**config.mk**
```make
export PLATFORM = sky130hd
export DESIGN_NAME = rwdt_runaway_detector
export DESIGN_NICKNAME = d
export VERILOG_FILES = /design/src/inc/rwdt_pkg.sv /design/src/verilog/rwdt_runaway_detector.sv /design/src/verilog/rwdt_reset_stretch.sv
export SDC_FILE = /design/constraint.sdc
export NUM_CORES = 1
export LEC_CHECK = 0
export BUFFER_PORTS_ARGS = -buffer_cell sky130_fd_sc_hd__buf_2
export CAP_MARGIN = 20
export CORE_ASPECT_RATIO = 0.7
export CORE_MARGIN = 4
export CORE_UTILIZATION = 40
export CTS_CLUSTER_SIZE = 25
export DETAILED_ROUTE_END_ITERATION = 7
export SLEW_MARGIN = 20
export SYNTH_ARGS = -nofsm -noshare
export SYNTH_HDL_FRONTEND = slang
export SYNTH_SLANG_ARGS = --single-unit
export TNS_END_PERCENT = 10
```
**constraint.sdc**
```tcl
create_clock -name pclk -period 3.9 [get_ports pclk]
set_input_delay 0.39 -clock pclk [delete_from_list [all_inputs] [get_ports pclk]]
set_output_delay 0.39 -clock pclk [all_outputs]
set_load 0.05 [all_outputs]
```
**src/inc/rwdt_pkg.sv**
```systemverilog
// Constants and carrier types of the runaway watchdog
package rwdt_pkg;

    // ------------------------------------------------------------
    // Counter and detection taps
    // ------------------------------------------------------------
    localparam int unsigned CNT_W = 22;
    localparam int unsigned TAP_EXP0 = 15;
    localparam int unsigned TAP_EXP1 = 17;
    localparam int unsigned TAP_EXP2 = 19;
    localparam int unsigned TAP_EXP3 = 21;

    // ------------------------------------------------------------
    // Register map: indices, byte address is four times the index
    // ------------------------------------------------------------
    localparam int unsigned ADDR_W = 14;
    localparam logic [11:0] IDX_MODE = 12'h300;
    localparam logic [11:0] IDX_CMD = 12'h301;
    localparam logic [11:0] IDX_STAT = 12'h302;
    localparam logic [13:0] ADDR_MODE = {IDX_MODE, 2'b00};
    localparam logic [13:0] ADDR_CMD = {IDX_CMD, 2'b00};
    localparam logic [13:0] ADDR_STAT = {IDX_STAT, 2'b00};

    // ------------------------------------------------------------
    // Command codes
    // ------------------------------------------------------------
    localparam logic [7:0] CODE_CLEAR = 8'h4E;
    localparam logic [7:0] CODE_DISABLE = 8'hB1;

    // ------------------------------------------------------------
    // Field positions and reset values
    // ------------------------------------------------------------
    localparam int unsigned MODE_EN_BIT = 7;
    localparam int unsigned MODE_PSEL_LSB = 5;
    localparam int unsigned MODE_I2_BIT = 3;
    localparam int unsigned MODE_LINK_BIT = 1;
    localparam int unsigned STAT_RUN_BIT = 0;
    localparam int unsigned STAT_DIS_BIT = 1;
    localparam int unsigned STAT_RST_BIT = 2;
    localparam int unsigned STAT_BUS_RELEASE_ACK_BIT = 3;
    localparam int unsigned STAT_CNT_LSB = 10;
    localparam logic RST_EN = 1'b1;
    localparam logic [1:0] RST_PSEL = 2'h0;
    localparam logic RST_I2 = 1'b0;
    localparam logic RST_LINK = 1'b0;

    // ------------------------------------------------------------
    // Forced reset length
    // ------------------------------------------------------------
    localparam int unsigned PCLK_NS = 40;
    localparam int unsigned RESET_MIN_NS = 26100;
    localparam int unsigned RESET_CYCLES = (RESET_MIN_NS + PCLK_NS - 1) / PCLK_NS;
    localparam int unsigned RST_CNT_W = 10;

    typedef struct packed {
        logic enable;
        logic [1:0] period_sel;
        logic partial_idle_mode_run;
        logic reset_link;
    } rwdt_mode_type;

    typedef struct packed {
        logic light_idle_mode;
        logic partial_idle_mode;
        logic stop_mode;
        logic bus_release_ack_n;
    } rwdt_power_type;

endpackage

```
**src/verilog/rwdt_runaway_detector.sv**
```systemverilog
// Runaway watchdog: 22-stage counter, APB registers, overflow NMI and forced reset
// What this block does
// Twenty-two stage binary counter on the system clock counts while running.
// Period select picks overflow at clock over 2^15, 2^17, 2^19 or 2^21.
// Elapsed period without a clear raises the overflow interrupt.
// Overflow interrupt is non-maskable; no mask exists here.
// Software writes the clear code before the period runs out.
// Clear code resets the counter to zero; counting resumes.
// Period select resets to 00, the shortest period.
// Watchdog runs straight after reset, enable bit resets to one.
// Disable only by enable bit at zero, then the disable code.
// Writing the enable bit to one alone re-enables the watchdog.
// Software writes the clear code once before the disable code.
// Software disables the watchdog before changing its settings.
// Reset-link bit routes overflow to the internal reset output.
// Reset-link bit resets to zero, no forced reset by default.
// Forced reset lasts 653 peripheral clock cycles, at least 26100 ns.
// Counter halts in light idle and stop modes.
// Counter keeps counting while the bus is released.
// In partial idle the partial_idle_mode-run bit decides run or halt.
// Other command codes change neither counter nor enable state.
// Chip reset clears the counter to zero.
`timescale 1ns/100ps
module rwdt_runaway_detector
#(
    parameter int unsigned TAP_EXP0 = rwdt_pkg::TAP_EXP0,
    parameter int unsigned TAP_EXP1 = rwdt_pkg::TAP_EXP1,
    parameter int unsigned TAP_EXP2 = rwdt_pkg::TAP_EXP2,
    parameter int unsigned TAP_EXP3 = rwdt_pkg::TAP_EXP3
)
(
    input wire logic pclk,
    input wire logic presetn,
    input wire logic psel,
    input wire logic penable,
    input wire logic pwrite,
    input wire logic [rwdt_pkg::ADDR_W-1:0] paddr,
    input wire logic [31:0] pwdata,
    output logic [31:0] prdata,
    output logic pready,
    output logic pslverr,
    input wire rwdt_pkg::rwdt_power_type power,
    output logic overflow_irq,
    output logic internal_reset_req
);

    // ------------------------------------------------------------
    // State
    // ------------------------------------------------------------
    typedef struct packed {
        logic [rwdt_pkg::CNT_W-1:0] cnt;
        rwdt_pkg::rwdt_mode_type mode;
        logic disabled;
        logic irq;
        logic [31:0] rdata;
    } rwdt_state_type;

    rwdt_state_type st_ff;
    rwdt_state_type nxt_st;

    logic [rwdt_pkg::CNT_W-1:0] tap_mask;
    logic [rwdt_pkg::CNT_W:0] wide_mask;
    int unsigned tap_exp;
    logic running;
    logic overflow;
    logic access;
    logic wr_mode;
    logic wr_cmd;
    logic mapped;
    logic [7:0] cmd_code;
    logic reset_active;

    // ------------------------------------------------------------
    // Bus decode
    // ------------------------------------------------------------
    assign access = psel && penable;
    assign mapped = (paddr == rwdt_pkg::ADDR_MODE) || (paddr == rwdt_pkg::ADDR_CMD)
                    || (paddr == rwdt_pkg::ADDR_STAT);
    assign wr_mode = access && pwrite && (paddr == rwdt_pkg::ADDR_MODE);
    assign wr_cmd = access && pwrite && (paddr == rwdt_pkg::ADDR_CMD);
    assign cmd_code = pwdata[7:0];
    // Zero wait states: read data is captured during setup
    assign pready = 1'b1;
    assign pslverr = access && !mapped;

    // ------------------------------------------------------------
    // Tap selection
    // ------------------------------------------------------------
    always_comb
    begin
        unique case (st_ff.mode.period_sel)
            2'h0: tap_exp = TAP_EXP0;
            2'h1: tap_exp = TAP_EXP1;
            2'h2: tap_exp = TAP_EXP2;
            2'h3: tap_exp = TAP_EXP3;
        endcase
        wide_mask = ((rwdt_pkg::CNT_W + 1)'(1) << tap_exp) - (rwdt_pkg::CNT_W + 1)'(1);
        tap_mask = wide_mask[rwdt_pkg::CNT_W-1:0];
    end

    // ------------------------------------------------------------
    // Run condition
    // ------------------------------------------------------------
    // Bus release does not appear here on purpose: the counter keeps going
    always_comb
    begin
        running = !st_ff.disabled;
        if (power.stop_mode || power.light_idle_mode)
            running = 1'b0;
        if (power.partial_idle_mode && !st_ff.mode.partial_idle_mode_run)
            running = 1'b0;
    end

    assign overflow = running && ((st_ff.cnt & tap_mask) == tap_mask);

    // ------------------------------------------------------------
    // Next state
    // ------------------------------------------------------------
    always_comb
    begin
        nxt_st = st_ff;
        nxt_st.irq = overflow;
        if (wr_cmd && cmd_code == rwdt_pkg::CODE_CLEAR)
            nxt_st.cnt = '0;
        else if (overflow)
            nxt_st.cnt = '0;
        else if (running)
            nxt_st.cnt = st_ff.cnt + 1'b1;

        if (wr_cmd && cmd_code == rwdt_pkg::CODE_DISABLE && !st_ff.mode.enable)
            nxt_st.disabled = 1'b1;
        // Any other code falls through untouched R19

        if (wr_mode)
        begin
            nxt_st.mode.enable = pwdata[rwdt_pkg::MODE_EN_BIT];
            nxt_st.mode.period_sel = pwdata[rwdt_pkg::MODE_PSEL_LSB +: 2];
            nxt_st.mode.partial_idle_mode_run = pwdata[rwdt_pkg::MODE_I2_BIT];
            nxt_st.mode.reset_link = pwdata[rwdt_pkg::MODE_LINK_BIT];
            if (pwdata[rwdt_pkg::MODE_EN_BIT])
                nxt_st.disabled = 1'b0;
        end

        if (psel && !penable && !pwrite)
        begin
            nxt_st.rdata = '0;
            if (paddr == rwdt_pkg::ADDR_MODE)
            begin
                nxt_st.rdata[rwdt_pkg::MODE_EN_BIT] = st_ff.mode.enable;
                nxt_st.rdata[rwdt_pkg::MODE_PSEL_LSB +: 2] = st_ff.mode.period_sel;
                nxt_st.rdata[rwdt_pkg::MODE_I2_BIT] = st_ff.mode.partial_idle_mode_run;
                nxt_st.rdata[rwdt_pkg::MODE_LINK_BIT] = st_ff.mode.reset_link;
            end
            else if (paddr == rwdt_pkg::ADDR_STAT)
            begin
                nxt_st.rdata[rwdt_pkg::STAT_RUN_BIT] = running;
                nxt_st.rdata[rwdt_pkg::STAT_DIS_BIT] = st_ff.disabled;
                nxt_st.rdata[rwdt_pkg::STAT_RST_BIT] = reset_active;
                nxt_st.rdata[rwdt_pkg::STAT_BUS_RELEASE_ACK_BIT] = power.bus_release_ack_n;
                nxt_st.rdata[rwdt_pkg::STAT_CNT_LSB +: rwdt_pkg::CNT_W] = st_ff.cnt;
            end
        end
    end

    // ------------------------------------------------------------
    // Registers
    // ------------------------------------------------------------
    always_ff @(posedge pclk or negedge presetn)
    begin
        if (!presetn)
        begin
            st_ff.cnt <= '0;
            st_ff.mode.enable <= rwdt_pkg::RST_EN;
            st_ff.mode.period_sel <= rwdt_pkg::RST_PSEL;
            st_ff.mode.partial_idle_mode_run <= rwdt_pkg::RST_I2;
            st_ff.mode.reset_link <= rwdt_pkg::RST_LINK;
            st_ff.disabled <= 1'b0;
            st_ff.irq <= 1'b0;
            st_ff.rdata <= '0;
        end
        else
        begin
            st_ff <= nxt_st;
        end
    end

    assign overflow_irq = st_ff.irq;
    assign prdata = st_ff.rdata;

    // ------------------------------------------------------------
    // Forced reset
    // ------------------------------------------------------------
    // Only the device reset is driven; the external pin is left alone
    rwdt_reset_stretch i_rwdt_reset_stretch
    (
        .pclk(pclk),
        .presetn(presetn),
        .start(overflow && st_ff.mode.reset_link),
        .pulse_out(reset_active)
    );

    assign internal_reset_req = reset_active;
endmodule

```
**src/verilog/rwdt_reset_stretch.sv**
```systemverilog
// Stretches one overflow strobe into the forced reset pulse
`timescale 1ns/100ps
module rwdt_reset_stretch
(
    input wire logic pclk,
    input wire logic presetn,
    input wire logic start,
    output logic pulse_out
);

    typedef struct packed {
        logic active;
        logic [rwdt_pkg::RST_CNT_W-1:0] cnt;
    } rwdt_stretch_type;

    localparam logic [rwdt_pkg::RST_CNT_W-1:0] LAST = (rwdt_pkg::RST_CNT_W)'(rwdt_pkg::RESET_CYCLES - 1);

    rwdt_stretch_type st_ff;
    rwdt_stretch_type nxt_st;
    logic [rwdt_pkg::RST_CNT_W-1:0] len_seen_ff;

    always_comb
    begin
        nxt_st = st_ff;
        if (st_ff.active)
        begin
            if (st_ff.cnt == LAST)
            begin
                nxt_st.active = 1'b0;
                nxt_st.cnt = '0;
            end
            else
            begin
                nxt_st.cnt = st_ff.cnt + 1'b1;
            end
        end
        else if (start)
        begin
            nxt_st.active = 1'b1;
            nxt_st.cnt = '0;
        end
    end

    always_ff @(posedge pclk or negedge presetn)
    begin
        if (!presetn)
            st_ff <= '0;
        else
            st_ff <= nxt_st;
    end

    assign pulse_out = st_ff.active;

    // Helper: high cycles of the current pulse
    always_ff @(posedge pclk or negedge presetn)
    begin
        if (!presetn)
            len_seen_ff <= '0;
        else if (st_ff.active)
            len_seen_ff <= len_seen_ff + 1'b1;
        else
            len_seen_ff <= '0;
    end
endmodule

```
==> impl_metrics.ini, run 1 <==
[grt]
grt_max_degree = 36
antenna_found_initial = 0
track_usage = 0.170
gr-total-overflow = 0
grt_pass1_wl_um = 14200
first_global_vias = 2851

[critical_path]
r2r_setup_slack_ns = 1.37
crit_fanout = 18
cp_top_family = simple AND/OR/NAND/NOR gates
end_kind = register
critical_path_class = reg2reg
worst_setup_path_start_kind = register
arrival_ns = 2.71
crit_chain = nand4_1, a2111oi_1, nand3_1, nand2_1, o211ai_1
crit_path_max_incr_delay_ns = 0.67
cp_slowest_cell = a2111oi_1
critPathRequiredTime_ns = 4.08
cp_num_buf_inv = 0
r2r.worst_path.cells = 5
worst_r2r_endpoint = st_ff[44]$_DFFE_PN0P_
rr_startpoint = st_ff[54]$_DFFE_PN0P_

[place]
placed_area_um2 = 3750
port_buffers = 62
gp_congestion = 0.819
dp_hpwl_um = 5630

[sta]
hold_viol_final = 0
slew_viol_final = 0
rsz0062_at_grt = false
finalSetupViolCount = 0
fmax_ghz = 0.395
slew_headroom = 0.357
hold-worst-slack_ns = 0.163
min_period_over_period = 0.649
fin_skew_ns = 0.00850
final.setup.tns_ns = 0
fin_crit_ns = 2.53
worst_pin_slew_ns = 0.956

[floorplanning]
rows = 28
start_util = 0.416
dieArea_um2 = 10500
die_width_um = 121
ioPinCount = 91
core_area_um2 = 8580
die_h_um = 87.1

[pwr]
leakage_nw = 1.89
powerDensity_nw_per_um2 = 443
peakVddDrop_uv = 203

[synthesis]
synth_edf_count = 0
synthTopCellsByArea = dfrtp_1 (48%), buf_4 (6.9%), a22o_1 (6.6%), o31ai_1 (3.6%), nand2_1 (3.5%)
yosysWarnings = 0
yosysTopAreaCell = dfrtp_1
synth_cell_type_count = 47
synth-async-reset-ratio = 1.00
ys_ff_latch = 69
syn_avg_cell_area_um2 = 10.0
syn_inst = 356
yosysTopAreaCellShare = 0.476
netlist_area_um2 = 3570
ys_seq_area_frac = 0.484
ys.flop_type = dfrtp_1

[cells_and_area]
final_common_cell = dfrtp_1
drive_gt1_frac = 0.237
postLayoutCellArea_um2 = 4100
antenna_cells = 0
fin_nets = 443
most-common-layout-cells = dfrtp_1 (68), buf_2 (62), nand2_1 (33)
syn2layout_area_growth_pct = 14.8

[clock_tree]
post_cts_resized = 0
cts_root_buffer = clkbuf_16
hold_buffers = 0
numCtsBuffers = 9
clk_latency_ns = 0.33
cts_post_setup_buffers_inserted = 0
cts-htree-levels = 3
clkSinkCount = 69
cts_tree = built
cts.path.max_buffers = 2
cts.clk_slew.worst_paths_ns = 0.06

[route]
drc = 0
drtIter0Drc = 154
vias = 2857
first_pass_iters = 4
vias_per_cell = 5.61
post_drt_wl_per_cell_um = 16.2
drtAntennaViolNets = 0
wl_um = 8260

[status]
status = finished clean

[hold_path]
hold_path_class = in2async

[job]
cap_violations = 0
[sequential cells by signal, indices dropped and copies added, names as in the netlist]
| name | count |
|---|---|
| prdata | 29 |
| st_ff | 28 |
| i_rwdt_reset_stretch.st_ff | 10 |
| i_rwdt_reset_stretch.pulse_out | 1 |
| overflow_irq | 1 |
[cell families after synthesis]
group	synth area share
AND/OR/NAND/NOR	0.198
AO/OA/AOI/OAI	0.186
flip-flops	0.484
buffers and inverters	0.0981
multiplexers	0.0158
adder cells (fa/ha/maj)	0.0140
other	0.00210
XOR/XNOR	0.00245
[metal layers]
metal / up-vias / GRT usage / part of all wire
met3: 6 / 0.0526 / 0.056
met2: 73 / 0.257 / 0.43
met1: 1409 / 0.239 / 0.51
li1: 1369 / - / -
met5: - / 0 / 0
met4: 0 / 0.0422 / 0.0075
[stage by stage]
step                      worst slack (ns)   util  total power, mW  instances
after floorplan                       1.77      -            0.836        358
after global placement                1.33  0.437            0.884        493
after detailed placement              1.23  0.437            0.889        493
after CTS                             1.36  0.477             1.83        509
after global routing                  1.02  0.478             1.88        509
final                                 1.37  0.478             1.82        509
[worst max-delay path by stage]
stage	depth (start not counted)	startpoint	slack [ns]	end
after global placement	6	power[3]	1.33	st_ff[44]$_DFFE_PN0P_
final	5	st_ff[54]$_DFFE_PN0P_	1.37	st_ff[44]$_DFFE_PN0P_
after CTS	5	st_ff[54]$_DFFE_PN0P_	1.36	st_ff[44]$_DFFE_PN0P_
after global routing	5	st_ff[54]$_DFFE_PN0P_	1.02	st_ff[58]$_DFFE_PN0P_
after detailed placement	6	power[3]	1.23	st_ff[44]$_DFFE_PN0P_
after floorplan	6	pwdata[4]	1.77	st_ff[53]$_DFFE_PN0P_
[layout make-up]
class | count | area (um^2)
well taps | 120 | 150
clock buffers | 12 | 246
flip-flops and latches | 69 | 1730
multi-input cells | 231 | 1520
repair buffers | 65 | 333
inverters | 8 | 30.0
clock inverters | 4 | 95.1
fillers | 793 | 4480
[synth_stat cells (all sizes together) (8+ instances only)]
library cell,count
or4,13
nand3,13
nor2,11
nand2,33
buf,35
a22o,27
dfrtp,68
inv,8
o31ai,18
a21oi,17
nand4,12
clkbuf,15
o21ai,19
[power breakdown]
group	total, mW	internal (mW)	leakage, nW	switching [mW]
combinational	0.101	0.0346	0.805	0.0666
sequential	0.776	0.738	0.917	0.0373
clock	0.940	0.641	0.167	0.299
total	1.82	1.41	1.89	0.403
Note: power is estimated with default switching activity, not from simulation.
==> run 2: changes to the inputs <==
clock period = 2.5 ns   (was 3.9 ns; I/O delays follow)
==> run 2 against run 1 <==
Compared with the run above:
- critical path depth rose by 1
- utilization grew 1.5 points
- register-to-register slack lost 1.0 ns
- hold slack worse by 0.023 ns
- combinational power rose by 62%
- non-clock buffer count rose by 12
==> impl_metrics.ini, run 2 (synthesis results as in run 1) <==
[status]
status = finished clean

[floorplanning]
core_area_um2 = 8580
die_width_um = 121
die_h_um = 87.1
ioPinCount = 91
rows = 28
dieArea_um2 = 10500
start_util = 0.416

[cells_and_area]
drive_gt1_frac = 0.264
final_common_cell = dfrtp_1
fin_nets = 455
most-common-layout-cells = dfrtp_1 (68), buf_2 (62), nand2_1 (33)
largest_reg_flops = 29
syn2layout_area_growth_pct = 18.4
finalNonFillerCells = 521
antenna_cells = 0

[place]
port_buffers = 62
dp_hpwl_um = 5710
gp_congestion = 0.810
dp_cells = 504
dp_slack_ns = 0.157

[critical_path]
crit_fanout = 9
crit_path_max_incr_delay_ns = 0.42
end_kind = register
critPathRequiredTime_ns = 2.71
arrival_ns = 2.35
cp_slowest_cell = a2111oi_2
crit_chain = or3_1, a2111oi_2, nand3_1, nand2_1, buf_4, a21oi_1
critical_path_class = reg2reg
worst_setup_path_start_kind = register

[pwr]
power_mw = 2.88
leakage_nw = 1.96
switching_share = 0.223
p_clk_frac = 0.524
switching_power_mw = 0.643
powerDensity_nw_per_um2 = 682
seq_power_share = 0.419
p_int_mw = 2.24
peakVddDrop_uv = 340
combPwrFrac = 0.057

[sta]
fmax_ghz = 0.466
slew_viol_final = 0
min_period_over_period = 0.858
finalSetupViolCount = 0
layout_setup_ws_ns = 0.355
worst_pin_slew_ns = 0.711
fin_skew_ns = 0.00831
rsz0062_at_grt = false
slew_headroom = 0.525
fin_crit_ns = 2.14
final.setup.tns_ns = 0
hold_viol_final = 0
hold-worst-slack_ns = 0.140

[grt]
use_met1 = 0.241
gr-usage-met2 = 0.236
track_usage = 0.167
first_global_vias = 2786
grt_pass1_wl_um = 13900
grt_max_degree = 70
top_usage_layer = met1
groute.layer.met3.usage = 0.0506
antenna_found_initial = 0
gr-total-overflow = 0

[clock_tree]
cts_tree = built
cts.path.max_buffers = 2
numCtsBuffers = 9
clkSinkCount = 69
cts.clk_slew.worst_paths_ns = 0.06
cts-htree-levels = 3
cts_root_buffer = clkbuf_16
cts_post_setup_buffers_inserted = 0
clk_latency_ns = 0.33

[route]
drtIter0Drc = 152
vias = 2862
drc = 0
drtAntennaViolNets = 0
first_pass_iters = 4
wl_um = 8180
post_drt_wl_per_cell_um = 15.7
vias_per_cell = 5.49

[job]
cap_violations = 0

[hold_path]
hold_path_class = in2reg
run 2: cell types whose count changed in the layout (fill, tap and decap cells not counted), sizes merged:
cell,delta
buf,+11
clkbuf,-1
clkinvlp,+1
dlygate4sd3,+1
run 2: worst paths after layout:
check                           cells after the start             startpoint  slack (ns)                endpoint
worst min register to register                      2  prdata[1]$_DFFE_PN0P_        0.46   prdata[1]$_DFFE_PN0P_
worst min-delay path                                2              pwdata[7]        0.14     st_ff[33]$_DFF_PN0_
max in group asynchronous                           3                presetn        1.68   st_ff[38]$_DFFE_PN1P_
worst max register to register                      6    st_ff[33]$_DFF_PN0_        0.36   st_ff[52]$_DFFE_PN0P_
worst max-delay path                                6    st_ff[33]$_DFF_PN0_        0.36   st_ff[52]$_DFFE_PN0P_
min in group asynchronous                           3                presetn        0.45  prdata[16]$_DFFE_PN0P_
run 2: critical path, delay by kind of cell, from the launching register on:
| kind | cells | cell delay, ns |
|---|---|---|
| AND/OR/NAND/NOR | 3 | 0.92 |
| AO/OA/AOI/OAI | 2 | 0.47 |
| flip-flops | 1 | 0.39 |
| buffers and inverters | 1 | 0.23 |
run 2: power groups by stage:
stage / combinational [mW] / sequential [mW] / clock [mW]
after floorplan: 0.0946 / 1.21 / 0
after global placement: 0.157 / 1.23 / 0
after detailed placement: 0.163 / 1.23 / 0
after CTS: 0.165 / 1.21 / 1.54
after global routing: 0.185 / 1.21 / 1.58
final: 0.164 / 1.21 / 1.51
run 2: layout make-up:
type | instances | area (um^2)
fillers | 800 | 4360
flip-flops and latches | 69 | 1730
multi-input cells | 231 | 1520
repair buffers | 77 | 438
clock buffers | 11 | 253
well taps | 120 | 150
clock inverters | 5 | 106
inverters | 8 | 30.0
run 2: timing repair:
item	CTS	global route
setup endpoints to repair	0	9
hold endpoints to repair	68	0
resized for setup	0	1
hold buffers	1	0
run 2: per-layer routing:
metal  vias up  share of wire
met2        82           0.41
met1      1382           0.52
met3        11          0.060
met4         0          0.012
met5         -              0
li1       1387              -
run 2: per-stage QoR:
stage                     utilization  area, um^2
after floorplan                     -        3580
after global placement          0.448        3850
after detailed placement        0.448        3850
after CTS                       0.491        4220
after global routing            0.493        4230
final                           0.493        4230
